**src/fch_pkg.sv**
```systemverilog
// shared constants, types and encodings of the field io command handler
package fch_pkg;
  localparam int CLK_KHZ = 50000;
  localparam int TB_MS = 1;
  localparam int TB_CYC = TB_MS * CLK_KHZ;
  localparam int NUM_OUT = 16;
  localparam int NUM_IN = 16;
  localparam int MAX_EN = 8;
  localparam int MAX_ITEMS = 16;
  localparam int KEY_BYTES = 128;
  localparam int RX_MAX = KEY_BYTES + 2;
  localparam int TX_MAX = 128;
  // frame types; an answer is the command type with the top bit set
  localparam logic [7:0] T_CFG = 8'h3d;
  localparam logic [7:0] T_WD = 8'h3a;
  localparam logic [7:0] T_KEY = 8'h3b;
  localparam logic [7:0] T_MID = 8'h3c;
  localparam logic [7:0] RSP_BIT = 8'h80;
  localparam logic [7:0] WD_MIN_MS = 8'h0a;
  localparam logic [7:0] WD_MAX_MS = 8'h64;
  localparam logic [7:0] WD_RST_MS = 8'h64;
  localparam logic [7:0] MODULE_ID_DEF = 8'h5a; // arbitrary value
  // field positions in config header and item bytes
  localparam int HDR_L = 7;
  localparam int B0_EN = 7;
  localparam int B1_J = 7;
  localparam int B2_R = 6;
  localparam int B2_P = 5;
  localparam int B2_W = 4;
  localparam int B2_G = 3;
  // host register word indices and address areas
  localparam logic [2:0] HA_REGS = 3'h0;
  localparam logic [2:0] HA_TX = 3'h1;
  localparam logic [1:0] HR_CTRL = 2'h0;
  localparam logic [1:0] HR_TXLEN = 2'h1;
  localparam logic [1:0] HR_RXLEN = 2'h2;
  typedef struct packed {
    logic en;
    logic j;
    logic p;
    logic w;
    logic g;
    logic r;
    logic [6:0] inp;
    logic [7:0] prim;
    logic [7:0] sec;
  } fch_cfg_t;
  typedef enum logic [2:0] {
    D_IDLE = 3'b000, D_CFG = 3'b001, D_COMMIT = 3'b011, D_SEND = 3'b010,
    D_KTEST = 3'b110, D_KREAD = 3'b111, D_WD = 3'b101, D_DRAIN = 3'b100
  } fch_dst_t;
  typedef enum logic [1:0] {P_WAIT = 2'b00, P_PRIM = 2'b01, P_SEC = 2'b11} fch_ph_t;
  typedef enum logic [1:0] {H_IDLE = 2'b00, H_TX = 2'b01, H_RX = 2'b11} fch_hst_t;
endpackage
```
**src/fch_link_if.sv**
```systemverilog
// byte link between controller cpu end and field io module end
`timescale 1ns/1ps
`default_nettype none
interface fch_link_if;
  logic cmd_valid;
  logic cmd_ready;
  logic [7:0] cmd_data;
  logic cmd_last;
  logic rsp_valid;
  logic rsp_ready;
  logic [7:0] rsp_data;
  logic rsp_last;
  modport dev (
    input cmd_valid, cmd_data, cmd_last, rsp_ready,
    output cmd_ready, rsp_valid, rsp_data, rsp_last
  );
  modport host (
    output cmd_valid, cmd_data, cmd_last, rsp_ready,
    input cmd_ready, rsp_valid, rsp_data, rsp_last
  );
endinterface
`default_nettype wire

```
**src/fch_device.sv**
```systemverilog
// field io module end: command decode, complex outputs, watchdog, key
`timescale 1ns/1ps
`default_nettype none
// Summary of operation
// [RULE1] tick source bit picks line sync or time base
// [RULE2] config answer flags overflow, else clears it
// [RULE3] item count 0..16; zero disables all functions
// [RULE4] controlling inputs sampled every clock cycle
// [RULE5] over eight enabled: apply nothing, flag overflow
// [RULE6] invalid item skipped, uncounted, rest processed
// [RULE7] disabled output follows latest output state
// [RULE8] replaced function keeps present output level
// [RULE9] gating overrides triggering
// [RULE10] gated oscillation stopping forces output low
// [RULE11] single pulse end disables, restores output state
// [RULE12] watchdog command 58, answer 186 with status
// [RULE13] timeout in ms clamped to 10..100
// [RULE14] status tells whether timeout was set before
// [RULE15] identification 59 answered 187 with key bytes
// [RULE16] key presence tested at reset release, readout
// [RULE17] key fault cuts answer to two bytes
// [RULE18] module identification 60 answered 188 with value
// [RULE19] single pulse once, else continuous oscillation
// [RULE20] outputs start within 2 ms
// [RULE21] gated output runs only while input active
// [RULE22] answer only after command fully processed
module fch_device #(
  parameter int TB_CYC = fch_pkg::TB_CYC, // time base period in cycles
  parameter logic [7:0] MODULE_ID = fch_pkg::MODULE_ID_DEF // arbitrary id
) (
  input wire logic clk, // 50 MHz clock
  input wire logic sys_rst, // sync reset, active high
  fch_link_if.dev link, // command and response link
  input wire logic line_sync_clock, // line synchronised clock pin
  input wire logic system_reset_low, // system reset pin
  input wire logic [fch_pkg::NUM_IN-1:0] field_in, // field input pins
  input wire logic [fch_pkg::NUM_OUT-1:0] set_out_state, // latest output state
  output logic [fch_pkg::NUM_OUT-1:0] field_out, // output levels
  input wire logic key_present, // key presence pin
  output logic key_rd, // key memory read strobe
  output logic [6:0] key_addr, // key memory address
  input wire logic [7:0] key_data, // key data, cycle after read
  input wire logic key_err, // key read error, with data
  output logic [7:0] wd_timeout_ms, // watchdog timeout
  output logic wd_configured, // timeout set at least once
  output logic key_fault // key fault flag
);
  localparam int NO = fch_pkg::NUM_OUT;
  localparam int NI = fch_pkg::NUM_IN;
  localparam int SW = NI + 3;
  logic [SW-1:0] s1_r, s2_r;
  logic [NI-1:0] in_s;
  logic kp_s, srl_s, ls_s, srl_d_r, ls_d_r, tb_tick, tick;
  logic [15:0] tb_cnt_r;
  fch_pkg::fch_dst_t st_r;
  logic [7:0] cmd_type_r, b0_r, b1_r, b2_r, b3_r, rsp_idx_r, rsp_data_r;
  logic [7:0] nidx, nxt_byte, last_idx;
  logic [2:0] bpos_r;
  logic [4:0] item_cnt_r, items_r, en_cnt;
  logic hdr_seen_r, tick_sel_r, tick_new_r, v_r, wd_prev_r, wd_got_r;
  logic hs_in, item_apply, it_ok, commit_ok, zero_all, k_issue_r, rd_d_r;
  logic [6:0] k_addr_r, k_cap_r;
  logic [7:0] key_buf [0:fch_pkg::KEY_BYTES-1];
  fch_pkg::fch_cfg_t cfg_r [0:NO-1];
  fch_pkg::fch_cfg_t shd_r [0:NO-1];
  fch_pkg::fch_cfg_t it;
  logic [NO-1:0] touch_r, start_r, en_new;
  wire [NO-1:0] eng_done;
  wire [NO-1:0] eng_lvl;

  // two-stage synchronisers for every pin input
  always_ff @(posedge clk) begin
    if (sys_rst) begin
      s1_r <= '0;
      s2_r <= '0;
    end else begin
      s1_r <= {line_sync_clock, system_reset_low, key_present, field_in}; // [RULE4]
      s2_r <= s1_r;
    end
  end
  assign in_s = s2_r[NI-1:0];
  assign kp_s = s2_r[NI];
  assign srl_s = s2_r[NI+1];
  assign ls_s = s2_r[NI+2];

  // edge history and module time base
  always_ff @(posedge clk) begin
    if (sys_rst) begin
      srl_d_r <= 1'b0;
      ls_d_r <= 1'b0;
      tb_cnt_r <= '0;
    end else begin
      srl_d_r <= srl_s;
      ls_d_r <= ls_s;
      tb_cnt_r <= tb_tick ? 16'h0000 : tb_cnt_r + 16'h0001;
    end
  end
  assign tb_tick = (tb_cnt_r == 16'(TB_CYC - 1));
  assign tick = tick_sel_r ? (ls_s & ~ls_d_r) : tb_tick; // [RULE1]

  // link handshake outputs
  assign hs_in = link.cmd_valid & link.cmd_ready;
  assign link.cmd_ready = (st_r == fch_pkg::D_IDLE) || (st_r == fch_pkg::D_CFG) ||
                          (st_r == fch_pkg::D_WD) || (st_r == fch_pkg::D_DRAIN);
  assign link.rsp_valid = (st_r == fch_pkg::D_SEND); // [RULE22]
  assign link.rsp_data = rsp_data_r;
  assign link.rsp_last = (rsp_idx_r == last_idx);
  assign last_idx = (cmd_type_r == fch_pkg::T_KEY && !key_fault) ?
                    8'(fch_pkg::KEY_BYTES + 1) : 8'h01; // [RULE15] [RULE17]
  assign key_rd = (st_r == fch_pkg::D_KREAD) && k_issue_r;
  assign key_addr = k_addr_r;
  assign field_out = eng_lvl;

  // current item as it will be stored; gating clears triggering
  always_comb begin
    it = '0;
    it.en = b0_r[fch_pkg::B0_EN];
    it.j = b1_r[fch_pkg::B1_J];
    it.inp = b1_r[6:0];
    it.r = b2_r[fch_pkg::B2_R];
    it.p = b2_r[fch_pkg::B2_P];
    it.g = b2_r[fch_pkg::B2_G];
    it.w = b2_r[fch_pkg::B2_W] & ~b2_r[fch_pkg::B2_G]; // [RULE9]
    it.prim = b3_r;
    it.sec = link.cmd_data;
  end
  assign it_ok = (b0_r[6:0] < 7'(NO)) && (!(it.g | it.w) || b1_r[6:0] < 7'(NI)); // [RULE6]
  assign item_apply = (st_r == fch_pkg::D_CFG) && hs_in && hdr_seen_r && bpos_r == 3'h4 &&
                      items_r < item_cnt_r && items_r < 5'(fch_pkg::MAX_ITEMS) && it_ok;

  // count of functions enabled if the staged items were applied
  always_comb begin
    en_cnt = '0;
    for (int i = 0; i < NO; i++) begin
      en_new[i] = touch_r[i] ? shd_r[i].en : cfg_r[i].en;
      en_cnt = en_cnt + 5'(en_new[i]);
    end
  end
  assign zero_all = (item_cnt_r == 5'h00);
  assign commit_ok = zero_all || en_cnt <= 5'(fch_pkg::MAX_EN); // [RULE5]

  // live and staged complex output configuration
  always_ff @(posedge clk) begin
    if (sys_rst) begin
      for (int i = 0; i < NO; i++) begin
        cfg_r[i] <= '0;
        shd_r[i] <= '0;
      end
      touch_r <= '0;
      start_r <= '0;
    end else begin
      start_r <= '0;
      for (int i = 0; i < NO; i++) begin
        if (eng_done[i]) begin
          cfg_r[i].en <= 1'b0; // [RULE11]
        end
      end
      if (st_r == fch_pkg::D_IDLE) begin
        touch_r <= '0;
      end
      if (item_apply) begin
        shd_r[b0_r[3:0]] <= it;
        touch_r[b0_r[3:0]] <= 1'b1;
      end
      if (st_r == fch_pkg::D_COMMIT && zero_all) begin
        for (int i = 0; i < NO; i++) begin
          cfg_r[i].en <= 1'b0; // [RULE3]
        end
      end else if (st_r == fch_pkg::D_COMMIT && commit_ok) begin
        for (int i = 0; i < NO; i++) begin
          if (touch_r[i]) begin
            cfg_r[i] <= shd_r[i];
          end
        end
        start_r <= touch_r & en_new; // [RULE20]
      end
    end
  end

  // watchdog timeout load with clamping
  always_ff @(posedge clk) begin
    if (sys_rst) begin
      wd_timeout_ms <= fch_pkg::WD_RST_MS;
      wd_configured <= 1'b0;
      wd_prev_r <= 1'b0;
    end else if (st_r == fch_pkg::D_WD && hs_in && !wd_got_r) begin
      wd_prev_r <= wd_configured; // [RULE14]
      wd_configured <= 1'b1;
      if (link.cmd_data < fch_pkg::WD_MIN_MS) begin
        wd_timeout_ms <= fch_pkg::WD_MIN_MS; // [RULE13]
      end else if (link.cmd_data > fch_pkg::WD_MAX_MS) begin
        wd_timeout_ms <= fch_pkg::WD_MAX_MS; // [RULE13]
      end else begin
        wd_timeout_ms <= link.cmd_data;
      end
    end
  end

  // key fault: presence tests, read errors win over a clear
  always_ff @(posedge clk) begin
    if (sys_rst) begin
      key_fault <= 1'b0;
    end else begin
      if ((srl_s && !srl_d_r) || st_r == fch_pkg::D_KTEST) begin
        key_fault <= ~kp_s; // [RULE16]
      end
      if (st_r == fch_pkg::D_KREAD && rd_d_r && key_err) begin
        key_fault <= 1'b1; // [RULE17]
      end
    end
  end

  // next response byte after the current one
  always_comb begin
    nidx = rsp_idx_r + 8'h01;
    nxt_byte = key_buf[7'(nidx - 8'h02)];
    if (nidx == 8'h01) begin
      case (cmd_type_r)
        fch_pkg::T_WD: nxt_byte = {7'h00, wd_prev_r}; // [RULE12]
        fch_pkg::T_KEY: nxt_byte = {7'h00, key_fault}; // [RULE15]
        fch_pkg::T_MID: nxt_byte = MODULE_ID; // [RULE18]
        fch_pkg::T_CFG: nxt_byte = {7'h00, v_r}; // [RULE2]
        default: nxt_byte = 8'h00;
      endcase
    end
  end

  // frame decode, key readout and response sequencing
  always_ff @(posedge clk) begin
    if (sys_rst) begin
      st_r <= fch_pkg::D_IDLE;
      cmd_type_r <= 8'h00;
      {b0_r, b1_r, b2_r, b3_r} <= '0;
      {bpos_r, item_cnt_r, items_r} <= '0;
      {hdr_seen_r, tick_sel_r, tick_new_r, v_r, wd_got_r} <= '0;
      {k_addr_r, k_cap_r, k_issue_r, rd_d_r} <= '0;
      rsp_idx_r <= 8'h00;
      rsp_data_r <= 8'h00;
    end else begin
      rd_d_r <= key_rd;
      if (st_r != fch_pkg::D_SEND) begin
        rsp_idx_r <= 8'h00;
        rsp_data_r <= (st_r == fch_pkg::D_IDLE ? link.cmd_data : cmd_type_r) | fch_pkg::RSP_BIT;
      end
      case (st_r)
        fch_pkg::D_IDLE: begin
          if (hs_in) begin
            cmd_type_r <= link.cmd_data;
            {hdr_seen_r, wd_got_r, bpos_r, items_r} <= '0;
            case (link.cmd_data)
              fch_pkg::T_CFG: st_r <= link.cmd_last ? fch_pkg::D_IDLE : fch_pkg::D_CFG;
              fch_pkg::T_WD: st_r <= link.cmd_last ? fch_pkg::D_IDLE : fch_pkg::D_WD;
              fch_pkg::T_KEY: st_r <= link.cmd_last ? fch_pkg::D_KTEST : fch_pkg::D_DRAIN;
              fch_pkg::T_MID: st_r <= link.cmd_last ? fch_pkg::D_SEND : fch_pkg::D_DRAIN;
              default: st_r <= link.cmd_last ? fch_pkg::D_IDLE : fch_pkg::D_DRAIN;
            endcase
          end
        end
        fch_pkg::D_CFG: begin
          if (hs_in) begin
            if (!hdr_seen_r) begin
              hdr_seen_r <= 1'b1;
              tick_new_r <= link.cmd_data[fch_pkg::HDR_L];
              item_cnt_r <= link.cmd_data[4:0];
            end else begin
              case (bpos_r)
                3'h0: b0_r <= link.cmd_data;
                3'h1: b1_r <= link.cmd_data;
                3'h2: b2_r <= link.cmd_data;
                3'h3: b3_r <= link.cmd_data;
                default: b3_r <= b3_r;
              endcase
              bpos_r <= (bpos_r == 3'h4) ? 3'h0 : bpos_r + 3'h1;
              if (bpos_r == 3'h4 && items_r < 5'(fch_pkg::MAX_ITEMS)) begin
                items_r <= items_r + 5'h01;
              end
            end
            if (link.cmd_last) begin
              st_r <= fch_pkg::D_COMMIT;
            end
          end
        end
        fch_pkg::D_COMMIT: begin
          v_r <= ~commit_ok; // [RULE2]
          if (commit_ok) begin
            tick_sel_r <= tick_new_r; // [RULE1]
          end
          st_r <= fch_pkg::D_SEND;
        end
        fch_pkg::D_WD: begin
          if (hs_in) begin
            wd_got_r <= 1'b1;
            if (link.cmd_last) begin
              st_r <= fch_pkg::D_SEND; // [RULE22]
            end
          end
        end
        fch_pkg::D_DRAIN: begin
          if (hs_in && link.cmd_last) begin
            st_r <= fch_pkg::D_IDLE;
          end
        end
        fch_pkg::D_KTEST: begin
          k_addr_r <= 7'h00;
          k_cap_r <= 7'h00;
          k_issue_r <= kp_s;
          st_r <= kp_s ? fch_pkg::D_KREAD : fch_pkg::D_SEND; // [RULE16]
        end
        fch_pkg::D_KREAD: begin
          if (k_issue_r) begin
            k_addr_r <= k_addr_r + 7'h01;
            k_issue_r <= (k_addr_r != 7'h7f);
          end
          if (rd_d_r) begin
            key_buf[k_cap_r] <= key_data;
            k_cap_r <= k_cap_r + 7'h01;
            if (k_cap_r == 7'h7f) begin
              st_r <= fch_pkg::D_SEND; // [RULE22]
            end
          end
        end
        fch_pkg::D_SEND: begin
          if (link.rsp_ready) begin
            rsp_idx_r <= nidx;
            rsp_data_r <= nxt_byte;
            if (link.rsp_last) begin
              st_r <= fch_pkg::D_IDLE;
            end
          end
        end
        default: st_r <= fch_pkg::D_IDLE;
      endcase
    end
  end

  // one complex output engine per output
  for (genvar gi = 0; gi < NO; gi++) begin : g_eng
    fch_pkg::fch_cfg_t c;
    fch_pkg::fch_ph_t ph_r;
    logic [7:0] cnt_r, dur;
    logic lvl_r, act, act_d_r, done_r, cnt_end;
    assign c = cfg_r[gi];
    assign act = in_s[c.inp[3:0]] ^ c.r; // [RULE4]
    assign dur = (ph_r == fch_pkg::P_PRIM) ? c.prim : c.sec;
    assign cnt_end = ({1'b0, cnt_r} + 9'h001) >= {1'b0, dur};
    assign eng_done[gi] = done_r;
    assign eng_lvl[gi] = lvl_r;
    always_ff @(posedge clk) begin
      done_r <= 1'b0;
      act_d_r <= act;
      if (sys_rst) begin
        ph_r <= fch_pkg::P_WAIT;
        cnt_r <= 8'h00;
        lvl_r <= 1'b0;
        act_d_r <= 1'b0;
      end else if (!c.en) begin
        ph_r <= fch_pkg::P_WAIT;
        lvl_r <= set_out_state[gi]; // [RULE7] [RULE11]
      end else if (start_r[gi]) begin
        ph_r <= (c.g | c.w) ? fch_pkg::P_WAIT : fch_pkg::P_PRIM; // [RULE8] [RULE20]
        cnt_r <= 8'h00;
        act_d_r <= 1'b0;
      end else if (c.g && !act) begin
        ph_r <= fch_pkg::P_WAIT; // [RULE21]
        cnt_r <= 8'h00;
        if (!c.p) begin
          lvl_r <= 1'b0; // [RULE10]
        end
      end else if (ph_r == fch_pkg::P_WAIT) begin
        if (c.g || (act && !act_d_r)) begin
          ph_r <= fch_pkg::P_PRIM; // [RULE9] [RULE20]
        end
      end else if (tick) begin
        cnt_r <= cnt_r + 8'h01;
        if (ph_r == fch_pkg::P_PRIM) begin
          lvl_r <= c.j;
          if (cnt_end) begin
            ph_r <= fch_pkg::P_SEC;
            cnt_r <= 8'h00;
          end
        end else begin
          lvl_r <= ~c.j;
          if (c.sec != 8'h00 && cnt_end) begin
            cnt_r <= 8'h00;
            if (c.p) begin
              done_r <= 1'b1; // [RULE19] [RULE11]
            end else begin
              ph_r <= fch_pkg::P_PRIM; // [RULE19]
            end
          end
        end
      end
    end
  end
endmodule
`default_nettype wire

```
**src/flat_wrapper.sv**
```systemverilog
// flat-port wrapper written by rule: the top's interface ports become plain ports
module fch_device_flat 
#(
  parameter int TB_CYC = fch_pkg::TB_CYC,                              
  parameter logic [7:0] MODULE_ID = fch_pkg::MODULE_ID_DEF                
)
  (clk, sys_rst, line_sync_clock, system_reset_low, field_in, set_out_state, field_out, key_present, key_rd, key_addr, key_data, key_err, wd_timeout_ms, wd_configured, key_fault, link_cmd_valid, link_cmd_data, link_cmd_last, link_rsp_ready, link_cmd_ready, link_rsp_valid, link_rsp_data, link_rsp_last);
  fch_link_if link_i ();
  input wire logic clk;
  input wire logic sys_rst;
  input wire logic line_sync_clock;
  input wire logic system_reset_low;
  input wire logic [fch_pkg::NUM_IN-1:0] field_in;
  input wire logic [fch_pkg::NUM_OUT-1:0] set_out_state;
  output logic [fch_pkg::NUM_OUT-1:0] field_out;
  input wire logic key_present;
  output logic key_rd;
  output logic [6:0] key_addr;
  input wire logic [7:0] key_data;
  input wire logic key_err;
  output logic [7:0] wd_timeout_ms;
  output logic wd_configured;
  output logic key_fault;
  input wire logic [$bits(link_i.cmd_valid)-1:0] link_cmd_valid;
  input wire logic [$bits(link_i.cmd_data)-1:0] link_cmd_data;
  input wire logic [$bits(link_i.cmd_last)-1:0] link_cmd_last;
  input wire logic [$bits(link_i.rsp_ready)-1:0] link_rsp_ready;
  output wire logic [$bits(link_i.cmd_ready)-1:0] link_cmd_ready;
  output wire logic [$bits(link_i.rsp_valid)-1:0] link_rsp_valid;
  output wire logic [$bits(link_i.rsp_data)-1:0] link_rsp_data;
  output wire logic [$bits(link_i.rsp_last)-1:0] link_rsp_last;
  assign link_i.cmd_valid = link_cmd_valid;
  assign link_i.cmd_data = link_cmd_data;
  assign link_i.cmd_last = link_cmd_last;
  assign link_i.rsp_ready = link_rsp_ready;
  assign link_cmd_ready = link_i.cmd_ready;
  assign link_rsp_valid = link_i.rsp_valid;
  assign link_rsp_data = link_i.rsp_data;
  assign link_rsp_last = link_i.rsp_last;
  fch_device #(.TB_CYC(TB_CYC), .MODULE_ID(MODULE_ID)) u_core (.clk(clk), .sys_rst(sys_rst), .link(link_i), .line_sync_clock(line_sync_clock), .system_reset_low(system_reset_low), .field_in(field_in), .set_out_state(set_out_state), .field_out(field_out), .key_present(key_present), .key_rd(key_rd), .key_addr(key_addr), .key_data(key_data), .key_err(key_err), .wd_timeout_ms(wd_timeout_ms), .wd_configured(wd_configured), .key_fault(key_fault));
endmodule
```
**config.mk**
```make
export PLATFORM = sky130hd
export DESIGN_NAME = fch_device_flat
export DESIGN_NICKNAME = d
export VERILOG_FILES = /design/src/fch_pkg.sv /design/src/fch_link_if.sv /design/src/fch_device.sv /design/src/flat_wrapper.sv
export SDC_FILE = /design/constraint.sdc
export NUM_CORES = 2
export LEC_CHECK = 0
export BUFFER_PORTS_ARGS = -buffer_cell sky130_fd_sc_hd__clkbuf_2
export CAP_MARGIN = 20
export CORE_MARGIN = 3
export CORE_UTILIZATION = 50
export DETAILED_ROUTE_END_ITERATION = 12
export MAX_ROUTING_LAYER = met4
export PLACE_DENSITY = 0.75
export SLEW_MARGIN = 30
export SYNTH_ARGS = -nofsm -noshare
export SYNTH_HDL_FRONTEND = slang
export SYNTH_SLANG_ARGS = --single-unit
```
**constraint.sdc**
```tcl
create_clock -name clk -period 19.6 [get_ports clk]
set_input_delay 2.94 -clock clk [delete_from_list [all_inputs] [get_ports clk]]
set_output_delay 2.94 -clock clk [all_outputs]
set_load 0.02 [all_outputs]
```
==> results_dict.tcl <==
set metrics [dict create \
    synth_top_flop_cell "edfxtp_1" \
    timing.max_cap.violations 0 \
    syn-cell-area_sq_um 96870 \
    pwr-share-comb_pct 3.7 \
    syn2layout_area_growth_pct 10.73 \
    fin_ws_ns 12.16 \
    grt_pass1_vias 56350 \
    synth_cells 6554 \
    drv_slew 0 \
    status "finished, final reports clean" \
    cts_buffer_depth 3 \
    critPathMaxStageDelay_ns 0.83 \
    grt_pass1_wl_microns 346100 \
    cp-end-kind "flop" \
    synth_seq_cells 2252 \
    fin_crit_ns 7.443 \
    crit_path_top_delay_cell "dfxtp_1" \
    ys_seq_area_share_pct 65.71 \
    post_cts_buffers 0 \
    final.setup.tns_ns 0 \
    worst_pin_slew_ns 1.115 \
    peakVddDrop_v 0.00009011 \
    rows 160 \
    postCtsResizedCells 0 \
    finalSetupViolations 0 \
    pwr-share-seq_pct 53.9 \
    cts_tree "done" \
    layout.nets 6816 \
    io_buffers 101 \
    fillers 14472 \
    start_util_pct 50.62 \
    crit_fanout 103 \
    cellLeakagePower_nw 37.82 \
    dp.final_hpwl_microns 139400 \
    drtPass1Iterations 6 \
    track_usage_pct 23.67 \
    grt_max_degree 113 \
    antenna_found_initial 17 \
    cts_buffers 220 \
    vias 56375 \
    pwr-share-clk_pct 42.4 \
    p_sw_mw 2.135 \
    cts_max_level 4 \
    routed_via_density 6.064 \
    synth_nets 6787 \
    ios 102 \
    die_height_microns 446.2 \
    skew_ns 0.08093 \
    worstSetupPathType "flop to flop" \
    synth.avg_cell_area_sq_um 14.78 \
    yosysWarningCount 0 \
    period_share_pct 37.97 \
    path_cells "nand2_1 > o21ai_0 > ha_1 > inv_1 > fa_1 > fa_1 > inv_1 > fa_1 > fa_1 > inv_1 > fa_1 > inv_1 > fa_1 > nand3b_1 > a221oi_1 > a21oi_1 > nor4_2 > buf_4 > buf_4 > and3_1 > a21oi_1 > a21oi_1" \
    synth_enable_flop_cells 1855 \
    routedWlPerCell_microns 24.75 \
    crit_family "adder cells" \
    p_per_area_nw_per_um2 92.37 \
    synth.distinct_cells 103 \
    path_buf_inv 6 \
    finalCoreUtilization_pct 56.05 \
    async_flop_share_pct 0 \
    place_ws_ns 12.17 \
    clock.fmax_ghz 0.1344 \
    hp-class "flop to flop" \
    required_ns 20.39 \
    drt_iter0_drc 5854 \
    gp_congestion 0.9033 \
    seqCellArea_sq_um 63680 \
    design.die.area_sq_um 199100 \
    p_int_mw 7.774 \
    drtAntennaViolNets 0 \
    core_area_sq_um 191400 \
    multi_input_area_sq_um 31610 \
    grt-ovfl-total 0 \
    hold_buffers 0 \
    clock_latency_ns 0.87 \
    drc_errors 0 \
    cts-root-buf "clkbuf_16" \
    die_w_microns 446.2 \
    place_area_sq_um 99980 \
    critPathLaunchType "flop" \
    relSlewSlack_pct 25.54 \
    arrival_ns 8.24 \
    swShare_pct 21.54 \
    rsz0062_at_grt "no" \
    drive_above_1_share_pct 15.87 \
    cp_common_cell "fa_1" \
    hold_viol_final 0 \
    clock-sinks 2252 \
    cts.clk_slew.worst_paths_ns 0.06 \
    wirelength_microns 230100 \
    final_area_sq_um 107300 \
]
-- state kept, by name (all words and copies together), names as in the netlist, 7 cells and up --
| name | flops |
|---|---|
| u_core.key_addr | 7 |
| u_core.link.rsp_data | 8 |
| u_core.b0_r | 8 |
| u_core.s2_r | 19 |
| u_core.start_r | 16 |
| u_core.cfg_r | 416 |
| u_core.g_eng.ph_r | 32 |
| u_core.tb_cnt_r | 16 |
| u_core.g_eng.done_r | 16 |
| u_core.b1_r | 8 |
| u_core.key_buf | 1024 |
| u_core.k_cap_r | 7 |
| u_core.g_eng.lvl_r | 16 |
| u_core.s1_r | 19 |
| u_core.touch_r | 16 |
| u_core.cmd_type_r | 8 |
| u_core.b3_r | 8 |
| u_core.g_eng.cnt_r | 128 |
| u_core.g_eng.act_d_r | 16 |
| u_core.rsp_idx_r | 8 |
| u_core.shd_r | 416 |
| u_core.wd_timeout_ms | 8 |
-- final timing paths --
kind | from | end | slack, ns | cells past startpoint
max reg2reg | u_core.touch_r[1] | u_core.cfg_r[0][28] | 12.16 | 22
max | u_core.touch_r[1] | u_core.cfg_r[0][28] | 12.16 | 22
min reg2reg | u_core.g_eng[0].done_r | u_core.cfg_r[0][28] | 0.39 | 1
min | u_core.g_eng[0].done_r | u_core.cfg_r[0][28] | 0.39 | 1
-- logic make-up (layout without fill, tap and decap cells) --
logic type                 count (synthesis)  count (layout)  share of synthesized area [%]
adders and majority gates                176             176                          2.351
xor gates and xnor gates                 151             151                          1.528
muxes                                    615             615                          11.60
and+or+nand+nor                         2196            2196                          12.06
other                                      0              13                              0
buffers and inverters                    465             683                          1.953
AOI/OAI and AO/OA                        699             699                          4.794
DFF                                     2252            2252                          65.71
-- synthesized netlist by cell type, drive strengths merged, types with 143 or more instances --
master | number | area share [%]
a21oi | 184 | 1.0
and2 | 423 | 2.7
and3 | 468 | 3.0
clkbuf | 303 | 1.2
dfxtp | 397 | 8.2
edfxtp | 1855 | 58
ha | 166 | 2.1
mux2i | 187 | 1.9
mux4 | 402 | 9.4
nand2 | 344 | 1.3
nand3 | 143 | 0.74
nor2 | 424 | 1.6
o21ai | 180 | 0.95
-- through the flow --
stage / instances / power [mW] / hold WS [ns]
4_1_cts: 9283 / 9.959 / 0.3924
6_report: 9296 / 9.909 / 0.3921
3_3_place_gp: 8870 / 5.790 / 0.4029
5_1_grt: 9285 / 10.21 / 0.4099
2_1_floorplan: 6554 / 5.657 / 0.3841
3_5_place_dp: 8872 / 5.809 / 0.4059
-- cells in the final DEF, fill, tap and decap left out, types with 67 or more instances in the layout --
master     count
edfxtp_1    1855
ha_1         164
nor2b_1      103
nand2_1      328
inv_1         78
mux2i_1      187
mux4_2       397
buf_4         89
nor2_1       412
and3_1       468
nand3_1      140
o21ai_0      147
nor3_1        67
and2_1       422
clkbuf_16    223
xnor2_1       79
clkbuf_2      92
a21oi_1      175
dfxtp_1      383
-- per-layer routing --
layer	routed length (microns)	global-route usage, %
met3	17720	3.889
met2	114600	38.91
met1	85560	28.60
met4	12180	11.54
met5	0	-
-- cell type report --
cell class,instances,share of cell area (%)
sequential,2252,59.36
inverter,82,0.2928
timing repair buffer,190,1.204
tap,2511,2.929
clock inverter,124,1.178
clock buffer,287,5.538
antenna,13,0.03033
multi-input combinational,3837,29.46
-- power groups by stage --
stage	sequential, mW	combinational (mW)	clock [mW]
after CTS	5.34	0.368	4.25
after detailed placement	5.44	0.366	0
after floorplan	5.41	0.244	0
final	5.34	0.368	4.20
after global routing	5.35	0.403	4.45
after global placement	5.44	0.352	0
Note: power is estimated with default switching activity, not from simulation.
